## src/pcd_defs.vh

```
`ifndef PCD_DEFS_VH
`define PCD_DEFS_VH
// Clock rate in MHz
`define PCD_CLK_MHZ 25
// Opcodes, upper nibble of the first byte
`define PCD_OP_SEL 4'h3
`define PCD_OP_PLAY 4'h4
`define PCD_OP_START 4'h5
`define PCD_OP_STOP 4'h6
`define PCD_OP_SIL 4'h7
`define PCD_OP_REP_SET 4'h8
`define PCD_OP_REP_CLR 4'h9
// Whole power-down byte
`define PCD_PD_BYTE 8'h20
// Power-down processing time in us and its cycle count (exact product)
`define PCD_PD_TIME_US 10
`define PCD_PD_CYC (`PCD_PD_TIME_US * `PCD_CLK_MHZ)
// Silence step in us and its cycle count
`define PCD_SIL_STEP_US 4000
`define PCD_SIL_STEP_CYC (`PCD_SIL_STEP_US * `PCD_CLK_MHZ)
`endif

```

## src/pcd_decoder.v

```verilog
// Behaviour
// Power-down ignored while any channel busy
// Power-down enters sleep, clears all settings
// Oscillator stops after power-down processing time
// Phrase-select: two bytes, stores channel phrase
// Ten-bit phrase reaches 0 to 1023
// Channel code 00..11 selects channel 0..3
// Play: two bytes, selects and plays
// Start: mask byte plays selected phrases
// Host selects phrase, sends when accept high
// All-zero channel mask command is ignored
// Stop halts masked channels, flags go high
// Stop accepted regardless of accept flag
// Host waits, checks busy, repeats stop
// Silence-insert: mask byte plus count byte
// Silence lasts (count+1) times 4ms
// Host programs silence count at least 04h
// Repeat never applies to inserted silence
// Repeat-set enables repeat on masked channels
// Repeat replays until cancelled or stopped
// Repeat-cancel drives accept flag high when nothing is queued
// Accept low while queued item is pending
// Second byte follows first, uses its opcode
`timescale 1ns/1ps
`include "pcd_defs.vh"
module pcd_decoder
#(
  parameter SIL_STEP_CYC = `PCD_SIL_STEP_CYC,
  parameter PD_CYC = `PCD_PD_CYC,
  parameter SIL_W = 17,
  parameter PD_W = 16
)
(
  input wire SYS_CLK, // System clock
  input wire SRST, // Synchronous reset
  input wire CE, // Clock enable
  input wire CMD_VALID, // Command byte strobe
  input wire [7:0] CMD_BYTE, // Command byte
  input wire [3:0] PHRASE_END, // Engine finished phrase, per channel
  output reg [3:0] PLAY_GO, // Start phrase pulse, per channel
  output reg [39:0] PLAY_PHRASE, // Phrase number, 10 bits per channel
  output reg [3:0] PLAY_HALT, // Halt pulse, per channel
  output reg [3:0] SILENCE_ON, // Silence running, per channel
  output reg [3:0] REPEAT_ON, // Repeat enabled, per channel
  output reg [3:0] COMMAND_ACCEPT_FLAG, // Channel takes queued commands
  output reg [3:0] CHANNEL_BUSY_N, // Channel busy, active low
  output reg POWER_DOWN, // Power-down state
  output reg OSC_STOP // Oscillator stop request
);

  // ********************************
  // Byte assembly and decode
  // ********************************
  reg have_first;
  reg [7:0] first;
  wire [3:0] op1 = CMD_BYTE[7:4];
  wire is_two = (op1 == `PCD_OP_SEL) || (op1 == `PCD_OP_PLAY) || (op1 == `PCD_OP_SIL);
  wire live = CE & CMD_VALID & ~POWER_DOWN;
  wire v1 = live & ~have_first;
  wire v2 = live & have_first;
  wire [3:0] mask1 = CMD_BYTE[3:0];
  wire mask1_ok = |mask1;
  wire mask2_ok = |first[3:0];
  wire [3:0] code_ch = 4'h1 << first[1:0];
  wire [9:0] new_phrase = {first[3:2], CMD_BYTE}; // see R4
  wire [3:0] do_sel = (v2 && first[7:4] == `PCD_OP_SEL) ? code_ch : 4'h0;
  wire [3:0] do_play = (v2 && first[7:4] == `PCD_OP_PLAY) ? code_ch : 4'h0;
  wire [3:0] do_sil = (v2 && first[7:4] == `PCD_OP_SIL && mask2_ok) ? first[3:0] : 4'h0;
  wire [3:0] do_start = (v1 && op1 == `PCD_OP_START && mask1_ok) ? mask1 : 4'h0;
  wire [3:0] do_stop = (v1 && op1 == `PCD_OP_STOP && mask1_ok) ? mask1 : 4'h0; // see R11
  wire [3:0] do_rep = (v1 && op1 == `PCD_OP_REP_SET && mask1_ok) ? mask1 : 4'h0;
  wire [3:0] do_cancel = (v1 && op1 == `PCD_OP_REP_CLR && mask1_ok) ? mask1 : 4'h0;
  wire do_pd = v1 && CMD_BYTE == `PCD_PD_BYTE && (&CHANNEL_BUSY_N);

  always @(posedge SYS_CLK)
  begin
    if (SRST)
    begin
      have_first <= 1'b0;
      first <= 8'h00;
    end
    else if (CE)
    begin
      if (POWER_DOWN)
        have_first <= 1'b0;
      else if (v2)
        have_first <= 1'b0;
      else if (v1 && is_two)
      begin
        have_first <= 1'b1;
        first <= CMD_BYTE;
      end
    end
  end

  // ********************************
  // Power-down sequencing
  // ********************************
  reg [PD_W-1:0] pd_cnt;

  always @(posedge SYS_CLK)
  begin
    if (SRST)
    begin
      POWER_DOWN <= 1'b0;
      OSC_STOP <= 1'b0;
      pd_cnt <= {PD_W{1'b0}};
    end
    else if (CE)
    begin
      if (do_pd)
      begin
        POWER_DOWN <= 1'b1;
        pd_cnt <= PD_CYC[PD_W-1:0] - 1'b1;
      end
      else if (POWER_DOWN && !OSC_STOP)
      begin
        if (pd_cnt == {PD_W{1'b0}})
          OSC_STOP <= 1'b1;
        else
          pd_cnt <= pd_cnt - 1'b1;
      end
    end
  end

  // ********************************
  // Per-channel sequencing
  // ********************************
  genvar g;
  generate
    for (g = 0; g < 4; g = g + 1)
    begin : chan
      reg playing;
      reg pend;
      reg pend_sil;
      reg [9:0] pend_data;
      reg [9:0] sel_phrase;
      reg [9:0] cur_phrase;
      reg [8:0] sil_ticks;
      reg [SIL_W-1:0] sil_pre;
      wire active = playing | SILENCE_ON[g];
      wire sil_done = SILENCE_ON[g] && sil_pre == {SIL_W{1'b0}} && sil_ticks == 9'h000;

      always @(posedge SYS_CLK)
      begin
        if (SRST || (CE && do_pd))
        begin

          playing <= 1'b0;
          pend <= 1'b0;
          pend_sil <= 1'b0;
          pend_data <= 10'h000;
          sel_phrase <= 10'h000;
          cur_phrase <= 10'h000;
          sil_ticks <= 9'h000;
          sil_pre <= {SIL_W{1'b0}};
          SILENCE_ON[g] <= 1'b0;
          REPEAT_ON[g] <= 1'b0;
          PLAY_GO[g] <= 1'b0;
          PLAY_HALT[g] <= 1'b0;
          PLAY_PHRASE[g*10 +: 10] <= 10'h000;
          COMMAND_ACCEPT_FLAG[g] <= 1'b1;
          CHANNEL_BUSY_N[g] <= 1'b1;
        end
        else if (CE)
        begin
          PLAY_GO[g] <= 1'b0;
          PLAY_HALT[g] <= 1'b0;
          COMMAND_ACCEPT_FLAG[g] <= ~(pend | (REPEAT_ON[g] & playing));
          CHANNEL_BUSY_N[g] <= ~(active | pend);
          if (do_sel[g])
            sel_phrase <= new_phrase;
          if (do_stop[g])
          begin
            playing <= 1'b0;
            pend <= 1'b0;
            SILENCE_ON[g] <= 1'b0;
            REPEAT_ON[g] <= 1'b0;
            PLAY_HALT[g] <= 1'b1;
            COMMAND_ACCEPT_FLAG[g] <= 1'b1;
            CHANNEL_BUSY_N[g] <= 1'b1;
          end
          else
          begin
            if (do_cancel[g])
            begin
              REPEAT_ON[g] <= 1'b0;
              COMMAND_ACCEPT_FLAG[g] <= ~pend;
            end
            else if (do_rep[g])
              REPEAT_ON[g] <= 1'b1;
            // Requests queue into a single slot
            if (do_play[g])
            begin
              pend <= 1'b1;
              pend_sil <= 1'b0;
              pend_data <= new_phrase;
            end
            else if (do_start[g])
            begin
              pend <= 1'b1; // see R8
              pend_sil <= 1'b0;
              pend_data <= sel_phrase;
            end
            else if (do_sil[g])
            begin
              pend <= 1'b1;
              pend_sil <= 1'b1;
              pend_data <= {2'b00, CMD_BYTE};
            end
            // End of phrase: repeat unless something is queued
            if (playing && PHRASE_END[g])
            begin
              if (REPEAT_ON[g] && !pend && !do_cancel[g])
                PLAY_GO[g] <= 1'b1;
              else
                playing <= 1'b0;
            end
            // Silence timer, (count+1) steps, never repeated
            if (SILENCE_ON[g])
            begin
              if (sil_done)
                SILENCE_ON[g] <= 1'b0;
              else if (sil_pre == {SIL_W{1'b0}})
              begin
                sil_ticks <= sil_ticks - 1'b1;
                sil_pre <= SIL_STEP_CYC[SIL_W-1:0] - 1'b1;
              end
              else
                sil_pre <= sil_pre - 1'b1;
            end
            // Launch queued item once the channel is idle
            if (!active && pend && !do_play[g] && !do_start[g] && !do_sil[g])
            begin
              pend <= 1'b0;
              if (pend_sil)
              begin
                SILENCE_ON[g] <= 1'b1;
                sil_ticks <= {1'b0, pend_data[7:0]};
                sil_pre <= SIL_STEP_CYC[SIL_W-1:0] - 1'b1;
              end
              else
              begin
                playing <= 1'b1;
                cur_phrase <= pend_data;
                PLAY_PHRASE[g*10 +: 10] <= pend_data;
                PLAY_GO[g] <= 1'b1;
              end
            end
          end
        end
      end
    end
  endgenerate

endmodule

```

## config.mk

```make
export PLATFORM = sky130hd
export DESIGN_NAME = pcd_decoder
export DESIGN_NICKNAME = d
export VERILOG_FILES = /design/src/pcd_decoder.v
export VERILOG_INCLUDE_DIRS = /design/src
export SDC_FILE = /design/constraint.sdc
export NUM_CORES = 1
export LEC_CHECK = 0
export ABC_AREA = 1
export ABC_CLOCK_PERIOD_IN_PS = 1850
export BUFFER_PORTS_ARGS = -buffer_cell sky130_fd_sc_hd__buf_2
export CELL_PAD_IN_SITES_DETAIL_PLACEMENT = 1
export CELL_PAD_IN_SITES_GLOBAL_PLACEMENT = 1
export CORE_ASPECT_RATIO = 1.25
export CORE_UTILIZATION = 40
export DETAILED_ROUTE_END_ITERATION = 8
export GPL_TIMING_DRIVEN = 0
export PLACE_DENSITY = 0.85
export SKIP_CTS_REPAIR_TIMING = 1
export SKIP_LAST_GASP = 1
export SYNTH_ARGS = -nofsm -noshare
export SYNTH_HDL_FRONTEND = slang
export SYNTH_SLANG_ARGS = --single-unit
export TNS_END_PERCENT = 30
```

## constraint.sdc

```tcl
create_clock -name SYS_CLK -period 1.85 [get_ports SYS_CLK]
set_clock_uncertainty 0.1 [all_clocks]
set_input_delay 0.2775 -clock SYS_CLK [delete_from_list [all_inputs] [get_ports SYS_CLK]]
set_output_delay 0.2775 -clock SYS_CLK [all_outputs]
set_load 0.03 [all_outputs]
```

* Word-level counts from Yosys, hierarchy flattened
Index checks and enable logic that the tools add are counted.
** Cells by class
- Multiplexer cells :: 181
- Shift-type cells :: 1
- Bitwise gates (word level) :: 44
- Add/sub/neg operators :: 9
- Reductions and logical operators :: 136
- Eq/ne operators :: 12
** Operators with widths (count)
- two-way mux 17 bit :: 20
- two-way mux 9 bit :: 20
- two-way mux 10 bit :: 12
- two-way mux 1 bit :: 119
- zero test 17 bit :: 4
- subtractor 17 x 1 -> 17 bit, second input constant :: 4
- logical AND 1 bit :: 53
- two-way mux 16 bit :: 3
- zero test 9 bit :: 4
- AND reduction 2 bit :: 18
- subtractor 9 x 1 -> 9 bit, second input constant :: 4
- two-way mux 4 bit :: 7
- AND reduction 4 bit :: 7
- nonzero test 3 bit :: 9
- zero test 1 bit :: 25
- equality test 4 x 3 -> 1 bit, second input constant :: 6
- NOT 1 bit :: 24
- nonzero test 5 bit :: 4
- zero test 16 bit :: 1
- subtractor 16 x 1 -> 16 bit, second input constant :: 1
- AND reduction 3 bit :: 5
- bitwise OR 1 bit :: 12
- bitwise AND 1 bit :: 8
- equality test 4 x 2 -> 1 bit, second input constant :: 2
- other kinds (7) :: 11
** Word-level totals
- Bits in registers :: 287
- Bits of input ports :: 16

* Longest topological paths before layout
- Word-level depth :: 13
- Gate-level depth with buffers :: 16
- Mapped depth without buffers :: 16

* Least setup slack after synthesis
Ideal clock, no wire load.
- Path type :: flip-flop to flip-flop
- From :: reg POWER_DOWN
- To :: reg chan[0].sil_ticks[0]
- Slack :: -0.160 ns
- Cell stages (with the launch flop) :: 12
- Data required time :: 1.641 ns
- Setup time :: 0.109 ns
- Data arrival time :: 1.801 ns
- Cell sequence :: dfxtp_1 inv_1 nand4_2 nor2_2 buf_4 a21oi_1 nand4_2 buf_4 o21ai_0 nand3_1 nand2_1 inv_1
** Between the ends
- Word-level cells in the longest chain between the ends :: 10
- Elaborated cells on any way between the ends :: 28
- Those cells by class :: mux: 5; bitwise: 5; reduce/logical: 18
** Ends and longest elaborated chain
- start: declaration :: line pcd_decoder.v:47 : output reg POWER_DOWN,
- start signal: assignment :: line pcd_decoder.v:105 : POWER_DOWN <= 1'b0;
- start signal: assignment :: line pcd_decoder.v:113 : POWER_DOWN <= 1'b1;
- NOT 1 bit (no source line) (*)
- bitwise AND 1 bit (*) :: line pcd_decoder.v:58 : wire live = CE & CMD_VALID & ~POWER_DOWN;
- bitwise AND 1 bit, on equally long branches :: line pcd_decoder.v:60, pcd_decoder.v:59
- logical AND 1 bit (no source line)
- two-way mux 4 bit / logical AND 1 bit (equally long branches) :: line pcd_decoder.v:67, pcd_decoder.v:69
- zero test 1 bit / two-way mux 4 bit (equally long branches) :: line pcd_decoder.v:233, pcd_decoder.v:69
- logical AND 1 bit / zero test 1 bit (equally long branches) :: line pcd_decoder.v:233 : if (!active && pend && !do_play[g] && !do_start[g] && !do_sil[g])
- logical AND 1 bit (2 in a row) :: line pcd_decoder.v:233
- two-way mux 9 bit :: line pcd_decoder.v:233
- end signal: assignment :: line pcd_decoder.v:226 : sil_ticks <= sil_ticks - 1'b1;
- end signal: assignment :: line pcd_decoder.v:239 : sil_ticks <= {1'b0, pend_data[7:0]};
- end: declaration :: line pcd_decoder.v:139 : reg [8:0] sil_ticks;
Mark *: on every way between the ends. The rest lies on a longest branch, timed or not.
A chain may end at the register's enable or synchronous reset.

* Worst setup path after layout
- From :: reg POWER_DOWN
- To :: reg chan[3].sil_pre[1]
** Between the ends
- Word-level cells in the longest chain between the ends :: 10
- Elaborated cells on any way between the ends :: 28
- Those cells by class :: mux: 5; bitwise: 5; reduce/logical: 18
** Ends and longest elaborated chain
- NOT 1 bit (no source line) (*)
- bitwise AND 1 bit (*) :: line pcd_decoder.v:58
- bitwise AND 1 bit, on equally long branches :: line pcd_decoder.v:60, pcd_decoder.v:59
- logical AND 1 bit (no source line)
- two-way mux 4 bit / logical AND 1 bit (equally long branches) :: line pcd_decoder.v:67, pcd_decoder.v:69
- zero test 1 bit / two-way mux 4 bit (equally long branches) :: line pcd_decoder.v:233, pcd_decoder.v:69
- logical AND 1 bit / zero test 1 bit (equally long branches) :: line pcd_decoder.v:233
- logical AND 1 bit (2 in a row) :: line pcd_decoder.v:233
- two-way mux 17 bit :: line pcd_decoder.v:233
- end signal: assignment :: line pcd_decoder.v:227 : sil_pre <= SIL_STEP_CYC[SIL_W-1:0] - 1'b1;
- end signal: assignment :: line pcd_decoder.v:230 : sil_pre <= sil_pre - 1'b1;
- end signal: assignment :: line pcd_decoder.v:240 : sil_pre <= SIL_STEP_CYC[SIL_W-1:0] - 1'b1;
- end: declaration :: line pcd_decoder.v:140 : reg [SIL_W-1:0] sil_pre;
Marked as above.

==> results.sh <==
export IMPL_tns_ps=-42000
export IMPL_setup_viol=285
export IMPL_rsz0062_at_grt="true"
export IMPL_fin_nets=2389
export IMPL_netlist_area_um2=14650
export IMPL_grt_pass1_vias=16020
export IMPL_core_area_um2=36210
export IMPL_cts_root_buffer="clkbuf_16"
export IMPL_grt_max_degree=15
export IMPL_via_count=16640
export IMPL_post_route_period_util_pct=118.0
export IMPL_synth_warnings=0
export IMPL_portBuffers=76
export IMPL_relSlewSlack_pct=29.75
export IMPL_clk_latency_ps=590
export IMPL_cap_violations=0
export IMPL_path_class="reg -> reg"
export IMPL_drtIter0Drc=1127
export IMPL_clock_sinks=287
export IMPL_min_path_type="in -> reg"
export IMPL_syn_inst=2159
export IMPL_hold_viol=0
export IMPL_fp_row_count=78
export IMPL_routed_wl_mm=61.46
export IMPL_fp_dieH_um=216.0
export IMPL_worst_pin_slew_ps=1054
export IMPL_grt_usage_pct=27.91
export IMPL_ys_types=44
export IMPL_place_ws_ps=-881.1
export IMPL_cp_max_fo=10
export IMPL_layout_commonest_cell="nand2_1"
export IMPL_dr_pass1_iters=5
export IMPL_yosys_top_cells_area="dfxtp_1 39%, nand2_1 12%, nor2_1 9.4%, o21ai_0 5.4%, a21oi_1 5.0%"
export IMPL_antenna_found_initial=5
export IMPL_hold_ws_ps=9.153
export IMPL_die_area_um2=37400
export IMPL_slew_violations=0
export IMPL_worstSetupStartpointType="register"
export IMPL_num_io_pins=82
export IMPL_cts_buffer_depth=3
export IMPL_ir_worst_vdd_uv=523.9
export IMPL_violations="negative setup slack"
export IMPL_cts_buffers=31
export IMPL_status="finished with violations"
export IMPL_grt_pass1_wl_mm=83.61
export IMPL_clk_pin_slew_ps=70
export IMPL_synth_top_cell_by_area="dfxtp_1"
export IMPL_fin_ws_ps=-333.8
export IMPL_netlist_area_leader_share_pct=39.21
export IMPL_crit_path_end_kind="register"
export IMPL_seqCellArea_um2=5777
export IMPL_finalInstanceArea_um2=18700
export IMPL_final_layout_size_suffix_gt1_share_pct=22.67
export IMPL_power_mw=14.35
export IMPL_fp_dieW_um=173.2
export IMPL_power_density_nw_per_um2=767.6
export IMPL_postRouteAntennaNets=0
export IMPL_ys_ff_latch=287
export IMPL_overflow=0
export IMPL_dpl_cell_area_um2=15640
export IMPL_worstPathArrival_ps=2580
export IMPL_finalNonFillerCells=2864
export IMPL_initial_core_util_pct=40.47
export IMPL_layout_common_cells="402 x nand2_1, 326 x nor2_1, 274 x dfxtp_1"
export IMPL_area_growth_pct=27.62
export IMPL_dpl_hpwl_mm=38.99
export IMPL_max_clock_freq_mhz=457.9
export IMPL_ys_seq_area_share_pct=39.21
export IMPL_final_core_util_pct=51.64
export IMPL_worst_ep_required_time_ps=2250
export IMPL_drc=0
export IMPL_htree_levels=1
export IMPL_finalCriticalPeriod_ps=2184
export IMPL_synth_nets=2188
export IMPL_placedCellCount=2715
export IMPL_vias_per_cell=5.811
export IMPL_leakage_nw=7.929
export IMPL_wl_per_cell_um=21.46
export IMPL_gp_congestion=0.9212
export IMPL_fillCellCount=4567
export IMPL_multiInputGateArea_um2=8611
export IMPL_syn_area_per_cell_um2=6.786
export IMPL_cts_tree="done"
-- cell usage after synthesis (all sizes together) --
cell      n
o211ai    2
nor4      4
o21bai    5
xor2     29
o22ai     9
a22oi     2
nor2    382
ha       13
or2       3
nor3     45
nand2   462
o21ai   167
nand3b    8
a31oi    50
or3       1
nand3   145
nand4    53
a21oi   146
clkinv    3
xnor2    13
inv     192
buf      61
dfxtp   287
clkbuf   28
o31ai     1
a211oi   48
-- flip-flops by register name, indices dropped and copies added, names as in the netlist, 8 cells and up --
register	flops
chan.sel_phrase	40
chan.sil_pre	68
chan.pend_data	40
first	8
PLAY_PHRASE	40
pd_cnt	16
chan.sil_ticks	36
-- final timing paths --
kind | startpoint | endpoint | slack, ps | cells past startpoint
worst max-delay path | POWER_DOWN$_SDFFE_PP0P_ | chan[3].sil_pre[1]$_SDFFE_PP0P_ | -330 | 12
worst min-delay path | CMD_BYTE[1] | chan[1].pend_data[1]$_SDFFE_PP0P_ | 9 | 3
worst min register to register | chan[2].sil_ticks[1]$_SDFFE_PP0P_ | chan[2].sil_ticks[1]$_SDFFE_PP0P_ | 380 | 2
worst max register to register | POWER_DOWN$_SDFFE_PP0P_ | chan[3].sil_pre[1]$_SDFFE_PP0P_ | -330 | 12
-- critical path, cell delays in order (launching register included) --
cell and delay [ps]:
dfxtp_4 360, nor3_4 310, nand2_1 150, nor2_4 160, nand2_2 120, nand2_4 140, inv_2 120, nand2_2 120
inv_2 50, buf_6 140, nand3_2 60, nand2_1 60, nor2_1 190
-- routing by layer --
layer	track usage, %	vias up	share of wire [%]
li1	-	7587	-
met1	31.16	8168	37
met5	0	-	0.036
met3	4.369	260	6.3
met2	50.77	623	49
met4	14.78	4	6.8
-- where the power goes --
| group | internal (mW) | switching (mW) |
|---|---|---|
| registers | 6.26 | 0.120 |
| logic | 0.487 | 1.13 |
| clock network | 3.66 | 2.70 |
| total | 10.4 | 3.95 |
-- layout make-up --
type / instances / share of cell area (%)
Antenna cell: 2 / 0.02677
Buffer: 89 / 4.008
Clock buffer: 39 / 4.363
Clock inverter: 16 / 0.9770
Inverter: 195 / 4.129
Multi-Input combinational cell: 1589 / 46.05
Sequential cell: 287 / 30.90
Tap cell: 480 / 3.212
Timing Repair Buffer: 167 / 6.337
-- kinds of logic after synthesis --
logic type,count (synthesis),share of synthesized area (%)
DFF,287,39.21
xor gates and xnor gates,42,2.511
adders and majority gates,13,1.110
and+or+nand+nor,1103,32.83
buffers and inverters,284,8.096
AOI/OAI and AO/OA,430,16.24
Note: power is estimated with default switching activity, not from simulation.
